===== config.mk =====
export PLATFORM = sky130hd
export DESIGN_NAME = serial_char_receive_distributor
export DESIGN_NICKNAME = d
export VERILOG_FILES = /design/src/core/rxdist_pkg.sv /design/src/core/bit_event_if.sv /design/src/core/local_clock_divider.sv /design/src/core/serial_char_receive_distributor.sv /design/src/core/sync2_cell.sv
export SDC_FILE = /design/constraint.sdc
export NUM_CORES = 1
export LEC_CHECK = 0
export BUFFER_PORTS_ARGS = -buffer_cell sky130_fd_sc_hd__clkbuf_2
export CAP_MARGIN = 20
export CORE_MARGIN = 10
export CORE_UTILIZATION = 58
export DETAILED_ROUTE_END_ITERATION = 7
export GPL_ROUTABILITY_DRIVEN = 0
export PLACE_DENSITY_LB_ADDON = 0.3
export SLEW_MARGIN = 40
export SYNTH_ARGS = -nofsm -noshare
export SYNTH_HDL_FRONTEND = slang
export SYNTH_SLANG_ARGS = --single-unit

===== constraint.sdc =====
create_clock -name clk -period 2.37 [get_ports clk]
set_clock_uncertainty 0.05 [all_clocks]
set_input_delay 0.1185 -clock clk [delete_from_list [all_inputs] [get_ports clk]]
set_output_delay 0.1185 -clock clk [all_outputs]
set_load 0.02 [all_outputs]

===== src/core/rxdist_pkg.sv =====
// constants shared by the serial character receive distributor
package rxdist_pkg;
  localparam int STAGES = 10;
  localparam int DATA_BITS = 8;
  localparam int STOP_IDX = 9;
  localparam int START_IDX = 0;
  localparam logic MARK = 1'b1;
  localparam logic SPACE = 1'b0;
  // power-on contents of the shift stages and the sync loss flag
  localparam logic STOP_RESET = 1'b1;
  localparam logic START_RESET = 1'b0;
  localparam logic [7:0] DATA_RESET = 8'hff;
  localparam logic SYNC_LOSS_RESET = 1'b1;
  // timing: system clock and the start-stop local bit rate
  localparam int CLK_HZ = 20000000;
  localparam int LOCAL_BAUD = 1050;
  localparam int HALF_BIT_CYCLES = CLK_HZ / (2 * LOCAL_BAUD);
  localparam int DIV_W = 16;
  localparam int HOLD_ADVANCES = 9;
  // local clock divider states
  typedef enum logic [1:0] {
    DIV_IDLE = 2'b01,
    DIV_RUN = 2'b10
  } div_state_t;
endpackage


===== src/core/bit_event_if.sv =====
// bit clock events passed from the local clock divider to the distributor
`timescale 1ns/1ps
`default_nettype none
interface bit_event_if;
  logic advance;
  logic bit_edge;
  modport src (output advance, output bit_edge);
  modport dst (input advance, input bit_edge);
endinterface
`default_nettype wire


===== src/core/local_clock_divider.sv =====
// gated local bit clock for start-stop operation
`timescale 1ns/1ps
`default_nettype none
module local_clock_divider
  import rxdist_pkg::*;
#(
  parameter int HALF_CYCLES = HALF_BIT_CYCLES
) (
  // clock and reset
  input wire logic clk,
  input wire logic resetn,
  // run request and bit events
  input wire logic keep_run,
  bit_event_if.src ev
);
  div_state_t state_q;
  logic [DIV_W-1:0] cnt_q;
  logic level_q;
  wire running = (state_q == DIV_RUN);
  wire half_done = (cnt_q == DIV_W'(HALF_CYCLES - 1));

  // level starts high, so the first fall lands half a bit after start
  assign ev.advance = running & half_done & level_q;
  assign ev.bit_edge = running & half_done & ~level_q;

  always_ff @(posedge clk) begin
    if (!resetn) begin
      state_q <= DIV_IDLE;
      cnt_q <= '0;
      level_q <= 1'b1;
    end else begin
      case (state_q)
        DIV_IDLE: begin
          cnt_q <= '0;
          level_q <= 1'b1;
          if (keep_run) begin
            state_q <= DIV_RUN;
          end
        end
        DIV_RUN: begin
          if (half_done) begin
            cnt_q <= '0;
            level_q <= ~level_q;
            // only stop at a bit boundary, never mid bit
            if (!level_q && !keep_run) begin
              state_q <= DIV_IDLE;
            end
          end else begin
            cnt_q <= cnt_q + DIV_W'(1);
          end
        end
        default: begin
          state_q <= DIV_IDLE;
        end
      endcase
    end
  end

  a_clock_held:
  assert property (@(posedge clk) disable iff (!resetn)
    (running && keep_run) |=> running)
    else $error("local clock stopped while held running");
endmodule // local_clock_divider
`default_nettype wire


===== src/core/serial_char_receive_distributor.sv =====
// serial character receive distributor: ten stage framing shift register
//
// Contract
// - stop stage space sets restart latch; clear pulses
// - restart pulse marks all but stop stage
// - restart pulse clears sync loss flag
// - advance shifts stop and data stages one step down; start stage takes its gated input
// - synchronous runs always; start-stop halts after strobe
// - restart latch or start mark holds clock
// - start stage holds mark nine advances
// - strobes need start space, stop mark, flag clear
// - stop space at framing blocks readout strobe
// - eight data stages drive parallel outputs
// - readout strobe length depends on mode
// - late framing sets sync loss, blocking strobes
// - starts under half a bit ignored
// - idle synchronous keeps start stage spacing
// - short start stops local clock again
// - parity sample mirrors readout strobe precursor
// - advance on bit clock fall, mid bit
// - power-on loads stop mark, start space, flag
`timescale 1ns/1ps
`default_nettype none
module serial_char_receive_distributor
  import rxdist_pkg::*;
#(
  parameter int HALF_CYCLES = HALF_BIT_CYCLES
) (
  // clock and reset
  input wire logic clk,
  input wire logic resetn,
  // line side, asynchronous to clk
  input wire logic line_data,
  input wire logic rx_clk,
  input wire logic sync_mode,
  // character outputs
  output var logic [DATA_BITS-1:0] data_out,
  output var logic char_strobe,
  output var logic readout_strobe,
  output var logic parity_sample
);

  ////////////////////////////////////////////////////////////////////////////
  // input synchronisation

  logic [2:0] pins_s;
  logic rx_prev_q;

  sync2_cell #(.W(3)) u_sync (
    .clk(clk),
    .resetn(resetn),
    .d({sync_mode, rx_clk, line_data}),
    .q(pins_s)
  );

  wire line_s = pins_s[0];
  wire rx_s = pins_s[1];
  wire mode_sync = pins_s[2];

  always_ff @(posedge clk) begin
    if (!resetn) begin
      rx_prev_q <= 1'b1;
    end else begin
      rx_prev_q <= rx_s;
    end
  end

  // the data set clock falls at bit start; its rise is the inverted fall
  wire rx_rise = rx_s & ~rx_prev_q;
  wire rx_fall = ~rx_s & rx_prev_q;

  ////////////////////////////////////////////////////////////////////////////
  // bit clock selection

  logic [STAGES-1:0] stage_q;
  logic [STAGES-1:0] stage_d;
  logic restart_q;
  logic restart_d;
  logic engaged_q;
  logic sync_loss_flag_q;
  logic sync_loss_flag_d;

  bit_event_if lc_ev ();

  // a short start bit never reaches the stop stage, so nothing here holds
  wire keep_run = ~mode_sync & (~line_s | restart_q | stage_q[START_IDX]);

  local_clock_divider #(.HALF_CYCLES(HALF_CYCLES)) u_local_clock_divider (
    .clk(clk),
    .resetn(resetn),
    .keep_run(keep_run),
    .ev(lc_ev.src)
  );

  // synchronous clock runs regardless of register contents
  wire advance = mode_sync ? rx_rise : lc_ev.advance;
  wire bit_edge = mode_sync ? rx_fall : lc_ev.bit_edge;

  ////////////////////////////////////////////////////////////////////////////
  // restart latch and pulse

  wire stop_side_stage = stage_q[STOP_IDX];
  wire start_side_stage = stage_q[START_IDX];
  // engaged while a start bit sits in the stop stage or a char assembles
  wire engaged = ~stop_side_stage | start_side_stage;
  wire restart_set = engaged & ~engaged_q;
  wire restart_pulse = restart_q & bit_edge;
  // set wins over the clear if both land together
  assign restart_d = restart_set | (restart_q & ~bit_edge);

  always_ff @(posedge clk) begin
    if (!resetn) begin
      restart_q <= 1'b0;
      engaged_q <= 1'b0;
    end else begin
      restart_q <= restart_d;
      engaged_q <= engaged;
    end
  end

  ////////////////////////////////////////////////////////////////////////////
  // shift register

  // start stage input is gated by its own mark: once spacing it only
  // leaves space by a restart, which filters false starts
  wire start_gate = stage_q[START_IDX + 1] & start_side_stage;

  always_comb begin
    stage_d = stage_q;
    if (restart_pulse) begin
      stage_d[STOP_IDX-1:0] = {STOP_IDX{MARK}};
    end else if (advance) begin
      stage_d = {line_s, stage_q[STOP_IDX:START_IDX+2], start_gate};
    end
  end

  always_ff @(posedge clk) begin
    if (!resetn) begin
      stage_q <= {STOP_RESET, DATA_RESET, START_RESET};
    end else begin
      stage_q <= stage_d;
    end
  end

  ////////////////////////////////////////////////////////////////////////////
  // sync loss flag

  always_comb begin
    sync_loss_flag_d = sync_loss_flag_q;
    if (restart_pulse) begin
      sync_loss_flag_d = 1'b0;
    end else if (advance && !start_side_stage) begin
      sync_loss_flag_d = 1'b1;
    end
  end

  always_ff @(posedge clk) begin
    if (!resetn) begin
      sync_loss_flag_q <= SYNC_LOSS_RESET;
    end else begin
      sync_loss_flag_q <= sync_loss_flag_d;
    end
  end

  ////////////////////////////////////////////////////////////////////////////
  // strobes and character outputs

  // framed when start spaces and stop marks; stop space blocks readout
  wire framed = ~start_side_stage & stop_side_stage;
  wire strobe_pre = framed & ~sync_loss_flag_q;

  // no punch blinds here, so both strobes share one precursor
  assign char_strobe = strobe_pre;
  assign readout_strobe = strobe_pre;
  assign parity_sample = strobe_pre;
  assign data_out = stage_q[STOP_IDX-1:START_IDX+1];

  ////////////////////////////////////////////////////////////////////////////
  // checks

  // advances since the last restart; saturates so a long idle never wraps
  logic [3:0] adv_cnt_q;
  logic armed_q;

  always_ff @(posedge clk) begin
    if (!resetn) begin
      adv_cnt_q <= 4'h0;
      armed_q <= 1'b0;
    end else if (restart_pulse) begin
      adv_cnt_q <= 4'h0;
      armed_q <= 1'b1;
    end else if (advance && adv_cnt_q != 4'hf) begin
      adv_cnt_q <= adv_cnt_q + 4'h1;
    end
  end

  a_restart_once:
  assert property (@(posedge clk) disable iff (!resetn)
    restart_pulse |=> (!restart_q && !restart_pulse))
    else $error("restart latch not cleared after pulse");

  a_restart_marks:
  assert property (@(posedge clk) disable iff (!resetn)
    restart_pulse |=> (stage_q[8:0] == 9'h1ff && stage_q[9] == $past(stage_q[9])))
    else $error("restart pulse did not mark stages");

  a_restart_flag:
  assert property (@(posedge clk) disable iff (!resetn)
    restart_pulse |=> !sync_loss_flag_q)
    else $error("restart pulse did not clear sync loss flag");

  a_shift_step:
  assert property (@(posedge clk) disable iff (!resetn)
    (advance && !restart_pulse) |=>
      (stage_q[8:1] == $past(stage_q[9:2]) && stage_q[9] == $past(line_s)))
    else $error("shift register did not step");

  a_start_hold:
  assert property (@(posedge clk) disable iff (!resetn)
    (armed_q && advance && !restart_pulse && adv_cnt_q < 4'(HOLD_ADVANCES - 1)) |=>
      start_side_stage)
    else $error("start stage lost mark before ninth advance");

  a_start_ninth:
  assert property (@(posedge clk) disable iff (!resetn)
    (armed_q && advance && !restart_pulse && adv_cnt_q == 4'(HOLD_ADVANCES - 1)) |=>
      !start_side_stage)
    else $error("start bit not in start stage at ninth advance");

  a_flag_blocks:
  assert property (@(posedge clk) disable iff (!resetn)
    (advance && !restart_pulse && !start_side_stage) |=>
      (sync_loss_flag_q && !readout_strobe && !char_strobe))
    else $error("sync loss not set or strobes not blocked");

  a_sync_one_bit:
  assert property (@(posedge clk) disable iff (!resetn)
    (mode_sync && readout_strobe && advance) |=> !readout_strobe)
    else $error("synchronous readout strobe exceeded one bit");

  a_idle_space:
  assert property (@(posedge clk) disable iff (!resetn)
    (!start_side_stage && !restart_pulse) |=> !start_side_stage)
    else $error("mark entered start stage without restart");

  // reset is synchronous, so the power-on state shows one edge later
  a_power_state:
  assert property (@(posedge clk) !resetn |=>
    (stop_side_stage == STOP_RESET && start_side_stage == START_RESET &&
      sync_loss_flag_q == SYNC_LOSS_RESET && !readout_strobe))
    else $error("power-on state not loaded");

  // only a start bit arriving from idle arms the latch
  a_restart_sets:
  assert property (@(posedge clk) disable iff (!resetn)
    ($fell(stop_side_stage) && !$past(start_side_stage)) |=> restart_q)
    else $error("restart latch not set by start bit");

  a_restart_cause:
  assert property (@(posedge clk) disable iff (!resetn)
    $rose(restart_q) |-> !stop_side_stage)
    else $error("restart latch set without start bit in stop stage");

  // the flag only sets on an advance, never between them
  a_flag_holds:
  assert property (@(posedge clk) disable iff (!resetn)
    (!sync_loss_flag_q && !advance) |=> !sync_loss_flag_q)
    else $error("sync loss flag set outside framing check");

  // once set, only a restart pulse lifts the flag
  a_flag_sticky:
  assert property (@(posedge clk) disable iff (!resetn)
    (sync_loss_flag_q && !restart_pulse) |=> (sync_loss_flag_q && !readout_strobe))
    else $error("sync loss flag dropped without restart");

  a_stage_holds:
  assert property (@(posedge clk) disable iff (!resetn)
    (!advance && !restart_pulse) |=> $stable(stage_q))
    else $error("shift register moved without advance");

  // the reader may take the levels at any cycle of the strobe
  a_data_steady:
  assert property (@(posedge clk) disable iff (!resetn)
    (readout_strobe && $past(readout_strobe)) |-> $stable(data_out))
    else $error("data outputs changed while readout strobe high");

  // a strobe can only start from the advance that completes a frame
  a_strobe_rise:
  assert property (@(posedge clk) disable iff (!resetn)
    $rose(char_strobe) |-> $past(advance))
    else $error("character strobe rose without an advance");

  // start-stop keeps the character until the clock runs again
  a_strobe_holds:
  assert property (@(posedge clk) disable iff (!resetn)
    (!mode_sync && readout_strobe && !advance) |=> readout_strobe)
    else $error("start-stop readout strobe dropped early");

endmodule // serial_char_receive_distributor
`default_nettype wire


===== src/core/sync2_cell.sv =====
// two flip-flop synchroniser for inputs from outside the clock domain
`timescale 1ns/1ps
`default_nettype none
module sync2_cell #(
  parameter int W = 1
) (
  // clock and reset
  input wire logic clk,
  input wire logic resetn,
  // asynchronous in, synchronous out
  input wire logic [W-1:0] d,
  output var logic [W-1:0] q
);
  logic [W-1:0] meta_q;

  always_ff @(posedge clk) begin
    if (!resetn) begin
      meta_q <= '1;
      q <= '1;
    end else begin
      meta_q <= d;
      q <= meta_q;
    end
  end
endmodule // sync2_cell
`default_nettype wire


==> results of run 1 <==
final timing paths:
check	depth (start not counted)	to	from	slack, ns
worst min-delay path	2	u_sync.q[0]	resetn	0.11
worst min register to register	1	u_sync.q[1]	u_sync.meta_q[1]	0.37
worst max register to register	6	u_local_clock_divider.cnt_q[15]	u_local_clock_divider.state_q[0]	0.21
worst max-delay path	6	u_local_clock_divider.cnt_q[15]	u_local_clock_divider.state_q[0]	0.21
cell usage after synthesis (2+ instances only):
master     n
a21oi_1    8
a22oi_1    8
and3_1     3
and3b_1    2
buf_2      3
buf_4     10
clkbuf_1   5
dfxtp_1   39
ha_1       4
inv_1      8
mux2_2     2
nand2_1   16
nand2b_1   7
nand3_1   18
nand3b_1   2
nand4_1   11
nand4b_1   2
nor2_1    19
nor4_1     3
nor4b_2    2
o21ai_0    7
o31ai_1    2
or3_1      3
xnor2_1    3
xor2_1     8
cell type report:
cell class / count / area (sq um) / area share [%]
clock buffer: 6 / 51.3 / 2.47
sequential: 39 / 781 / 37.6
multi-input combinational: 153 / 1010 / 48.4
timing repair buffer: 20 / 120 / 5.78
clock inverter: 2 / 35.0 / 1.69
inverter: 8 / 30.0 / 1.44
tap: 44 / 55.1 / 2.65
critical path: cells and delay by family, from the launching register on:
kind | cells | cell delay, ns
simple gates | 3 | 1.09
fa+ha+maj | 1 | 0.40
flops | 1 | 0.35
compound gates | 1 | 0.15
buf+inv | 1 | 0.06
where the power goes:
group / switching (mW) / internal (mW) / total [mW] / leakage (nW)
sequential: 0.00590 / 0.664 / 0.669 / 0.316
combinational: 0.0252 / 0.0207 / 0.0459 / 0.532
clock: 0.214 / 0.249 / 0.464 / 0.0482
total: 0.246 / 0.933 / 1.18 / 0.897
sequential cells by signal (all words and copies together), names as in the netlist:
signal	flops
u_local_clock_divider.level_q	1
stage_q	10
u_sync.q	3
u_sync.meta_q	3
u_local_clock_divider.state_q	2
engaged_q	1
restart_q	1
sync_loss_flag_q	1
u_local_clock_divider.cnt_q	16
rx_prev_q	1
layout by cell type, fill, tap and decap left out, drive strengths merged, types with 2 or more instances in the layout:
cell type	instances
a21oi	9
a22oi	8
and3	3
and3b	3
buf	2
clkbuf	21
dfxtp	39
dlygate4sd3	3
ha	4
inv	8
mux2	3
nand2	16
nand2b	7
nand3	19
nand3b	3
nand4	11
nand4b	2
nor2	19
nor4	3
nor4b	3
o21ai	8
o31ai	2
or3	4
xnor2	3
xor2	8
layer usage:
metal	global-route usage (%)	part of all wire [%]	up-vias
li1	-	-	796
met1	15.0	47	769
met2	21.1	47	28
met3	3.92	4.1	7
met4	7.12	2.0	0
met5	0	0	-
cells by family after synthesis:
logic type / after synthesis
buffers and inverters: 26
AOI/OAI and AO/OA: 36
xor gates and xnor gates: 11
adders and majority gates: 4
and+or+nand+nor: 99
muxes: 3
DFF: 39
stage by stage:
step | cell area (sq um) | power [mW] | util [%] | hold WS [ns]
after floorplan | 1930 | 0.714 | - | 0.142
after global placement | 1960 | 0.723 | 62.7 | 0.251
after detailed placement | 1960 | 0.726 | 62.7 | 0.256
after CTS | 2080 | 1.19 | 66.4 | 0.103
after global routing | 2080 | 1.22 | 66.4 | 0.118
final | 2080 | 1.18 | 66.4 | 0.113
repair_timing:
item	in CTS	in global routing
endpoints found under the hold margin	3	0
buffers inserted	0	0
hold buffers	3	0
==> run metrics, run 1 <==
filler instances 282; vias roughly 1.6k; Mean Syn Cell Area roughly 8.8 sq um; die width 77.6 um; DR DRC count 0; antenna violations before repair 0; max-cap viol count 0; TNS Setup 0 ns; clk root buf clkbuf_4; Worst-Skew Late Latency approximately 0.36 ns; vias in the first global route 1,521; Critical-path top delay cell or4_1; Post-synth EDFFs 0; RSZ-0062 raised after global routing false; Slew HR between 50% and 60%; Worst EP required between 2 and 3 ns; CTS tree yes; drt wl/cell about 14 um; post-cts resize count 0; Primary FF master, synth dfxtp_1; largest stage delay on the critical path ~0.48 ns; drt pass-1 iters 4; status finished, final reports clean; Syn Nets around 230; hold crit path type in2reg; Port Buf Inserts 15; Area contributors post-synth dfxtp_1 41%, nand3_1 4.7%, buf_4 3.9%; number of distinct library cells after synthesis 48; multiplexer share of the synthesized area 1.75%; clock buffer depth 2; gr ovfl total 0; layout cells sized above 1 ~16%; Compound-Gate Fraction of Synth Area 12.6%; htree depth 2; CP Capture Type flip-flop; largest net degree at the start of global routing 18; Max Slew Vio Count 0; vias per cell approximately 5.9; Max Freq between 400 and 500 MHz; synth warn 0; sequential cell area fraction in the yosys report 40.5%; final wirelength around 3.8 mm; Startpoint Class flip-flop; Synth-to-Final Area Change 7.93%; initial DRC count ~110; Post-Syn Instances 218; Die Ht just under 80 um; post-route clock period utilization between 90% and 100%; Leakage between 0.8 and 0.9 nW; CTS clk-pin slew, worst paths 0.11 ns; post-synth top area share about 40%; Critical Path Fanout Max 8; CTS Buf Count 5; synthesized area 0.00193 sq mm; Boundary Pins 16; Core ar. between 0.003 and 0.004 sq mm; Synth Register Bits 39; CP Class reg2reg; Slew @ Worst Pin slightly below 0.6 ns; largest area contributor in the netlist dfxtp_1; Synth Area in XOR/XNOR around 5%; Fin. Hold Viols 0; die area 0.00602 sq mm; CP Cell Sequence inv_1, ha_1, nand3b_4, or3_4, or4_1, a21oi_1; post-route insts no fill about 270; worst vdd ir ~0.4 mV; Critical Path AT 2.41 ns; placed insts between 200 and 300; main combinational cell family by area after synthesis simple AND/OR/NAND/NOR gates; setup ws final approximately 0.21 ns; Inserted Diodes 0; Initial Util 61.6%; Detailed Place HPWL approximately 2.7 mm; FFs w/ async S/R, synth 0%; PwrDens approximately 570 mW/mm^2; post-synthesis adder-cell area fraction 2.60%; Clock Sinks 39; fin nets 236; # rows 20; final setup fails 0; first-pass GRT wire length roughly 6.6 mm; Routed Antenna Nets 0; Post-Place Worst Slack roughly 0.23 ns; gr usage total 13.0%; post-synthesis simple-gate area fraction between 30% and 40%; fin crit period around 2.2 ns
(Power assumes the default switching activity.)
==> run 2: changes to the inputs <==
- CORE_UTILIZATION: 58 -> 30
- SLEW_MARGIN: 40 -> 20
==> run metrics, run 2 (same netlist as run 1, synthesis figures left out) <==
status finished, final reports clean; hold_ws 0.174 ns; largest registers u_local_clock_divider.cnt_q x16, stage_q x10; CTS tree yes; drt pass-1 iters 4; max-cap viol count 0; drt wl/cell approximately 13 um; TNS Setup 0 ns; largest stage delay on the critical path 0.47 ns; post-route insts no fill about 310; worst r2r src u_local_clock_divider.state_q[0]; Max Freq between 400 and 500 MHz; Slew HR 58.0%; Boundary Pins 16; fin crit period 2.13 ns; CTS clk-pin slew, worst paths ~0.070 ns; Routed Antenna Nets 0; Leakage ~0.9 nW; CTS Buf Count 5; vias in the first global route about 1.5k; Clock Sinks 39; Final Util between 30% and 40%; most frequent cells in the layout 39 x dfxtp_1, 19 x nor2_1, 18 x nand3_1; die area roughly 0.01 sq mm; CP delay by family, top simple AND/OR/NAND/NOR gates; post-cts resize count 0; Core ar. roughly 0.0063 sq mm; hold_sp resetn; Slew @ Worst Pin slightly above 0.6 ns; gr ovfl total 0; max FFs per register 16; fin nets approximately 240; antenna violations before repair 0; Most flops, register u_local_clock_divider.cnt_q; largest net degree at the start of global routing 18; Port Buf Inserts 15; Synth-to-Final Area Change 11.5%; htree depth 2; Initial Util between 30% and 40%; Critical-path top delay cell or4_1; Max Slew Vio Count 0; worst vdd ir about 0.26 mV; RSZ-0062 raised after global routing false; vias 1,530; worst path buffer plus inverter count 1; hold crit path type in2reg; # rows 29; Worst EP required approximately 2.5 ns; final wirelength between 3 and 4 mm; first-pass GRT wire length 6.89 mm; post-route clock period utilization around 90%; Critical Path AT about 2.3 ns; placed insts 295; Fin. Hold Viols 0; CP Cell Sequence inv_1, ha_1, nand3b_4, or3_4, or4_1, a21oi_1; setup bufs post-CTS 0; PwrDens between 500 and 600 mW/mm^2; Worst-Skew Late Latency 0.29 ns; Die Ht between 100 and 150 um; clock buffer depth 2; die width between 100 and 150 um; R2R cell count 6; clk root buf clkbuf_8; hold endpoint u_sync.meta_q[1]; hold-fix buffers at CTS 3; Critical Path Fanout Max 8; final setup fails 0; Inserted Diodes 0; commonest non-fill, non-tap cell in the layout dfxtp_1; CP Class reg2reg; R2R Setup Slk 0.24 ns; Detailed Place HPWL between 2 and 3 mm; CP Capture Type flip-flop; Startpoint Class flip-flop; gr usage total approximately 8.2%; R2R Path End u_local_clock_divider.cnt_q[15]; layout cells sized above 1 between 10% and 20%; DP Area about 0.0020 sq mm; DR DRC count 0; Final Cell Area 0.00215 sq mm; vias per cell 5.02; initial DRC count between 60 and 70; worst hold path stage count 2
[run 2: cell types whose count changed in the layout (fill, tap and decap cells not counted)]
cell and change:
clkinvlp_4 +1, clkinv_2 -1, clkbuf_8 +4, clkbuf_4 -5, buf_4 +1
[run 2: worst max path at each step]
stage	startpoint	end	slack [ns]	cells after the start
after floorplan	u_local_clock_divider.state_q[0]	u_local_clock_divider.cnt_q[15]	0.36	6
after global placement	u_local_clock_divider.state_q[0]	u_local_clock_divider.cnt_q[15]	0.30	6
after global routing	u_local_clock_divider.state_q[0]	u_local_clock_divider.cnt_q[15]	0.1	6
final	u_local_clock_divider.state_q[0]	u_local_clock_divider.cnt_q[15]	0.24	6
after detailed placement	u_local_clock_divider.state_q[0]	u_local_clock_divider.cnt_q[15]	0.27	6
after CTS	u_local_clock_divider.state_q[0]	u_local_clock_divider.cnt_q[15]	0.23	6
[run 2: metrics by stage]
step / total power [mW] / setup slack, ns
2_1_floorplan: 0.714 / 0.361
3_3_place_gp: 0.726 / 0.300
3_5_place_dp: 0.727 / 0.269
4_1_cts: 1.27 / 0.229
5_1_grt: 1.31 / 0.0963
6_report: 1.25 / 0.243
[run 2: final cells by class]
type,count,area [sq um]
Timing Repair Buffer,21,128
Multi-Input combinational cell,153,1010
Sequential cell,39,781
Clock inverter,2,37.5
Tap cell,77,96.3
Inverter,8,30.0
Clock buffer,5,68.8
Fill cell,666,4130
[run 2: per-layer routing]
layer	global-route usage (%)	vias up	wire length (um)
li1	-	798	-
met1	10.7	708	1950
met2	12.1	19	1690
met3	2.75	5	148
met4	3.26	0	62
met5	0	-	0
[run 2: power breakdown]
part           total (mW)  internal (mW)  switching, mW  leakage, nW
Clock               0.540          0.308          0.233       0.0502
Sequential          0.669          0.663        0.00576        0.316
Combinational      0.0456         0.0212         0.0245        0.538
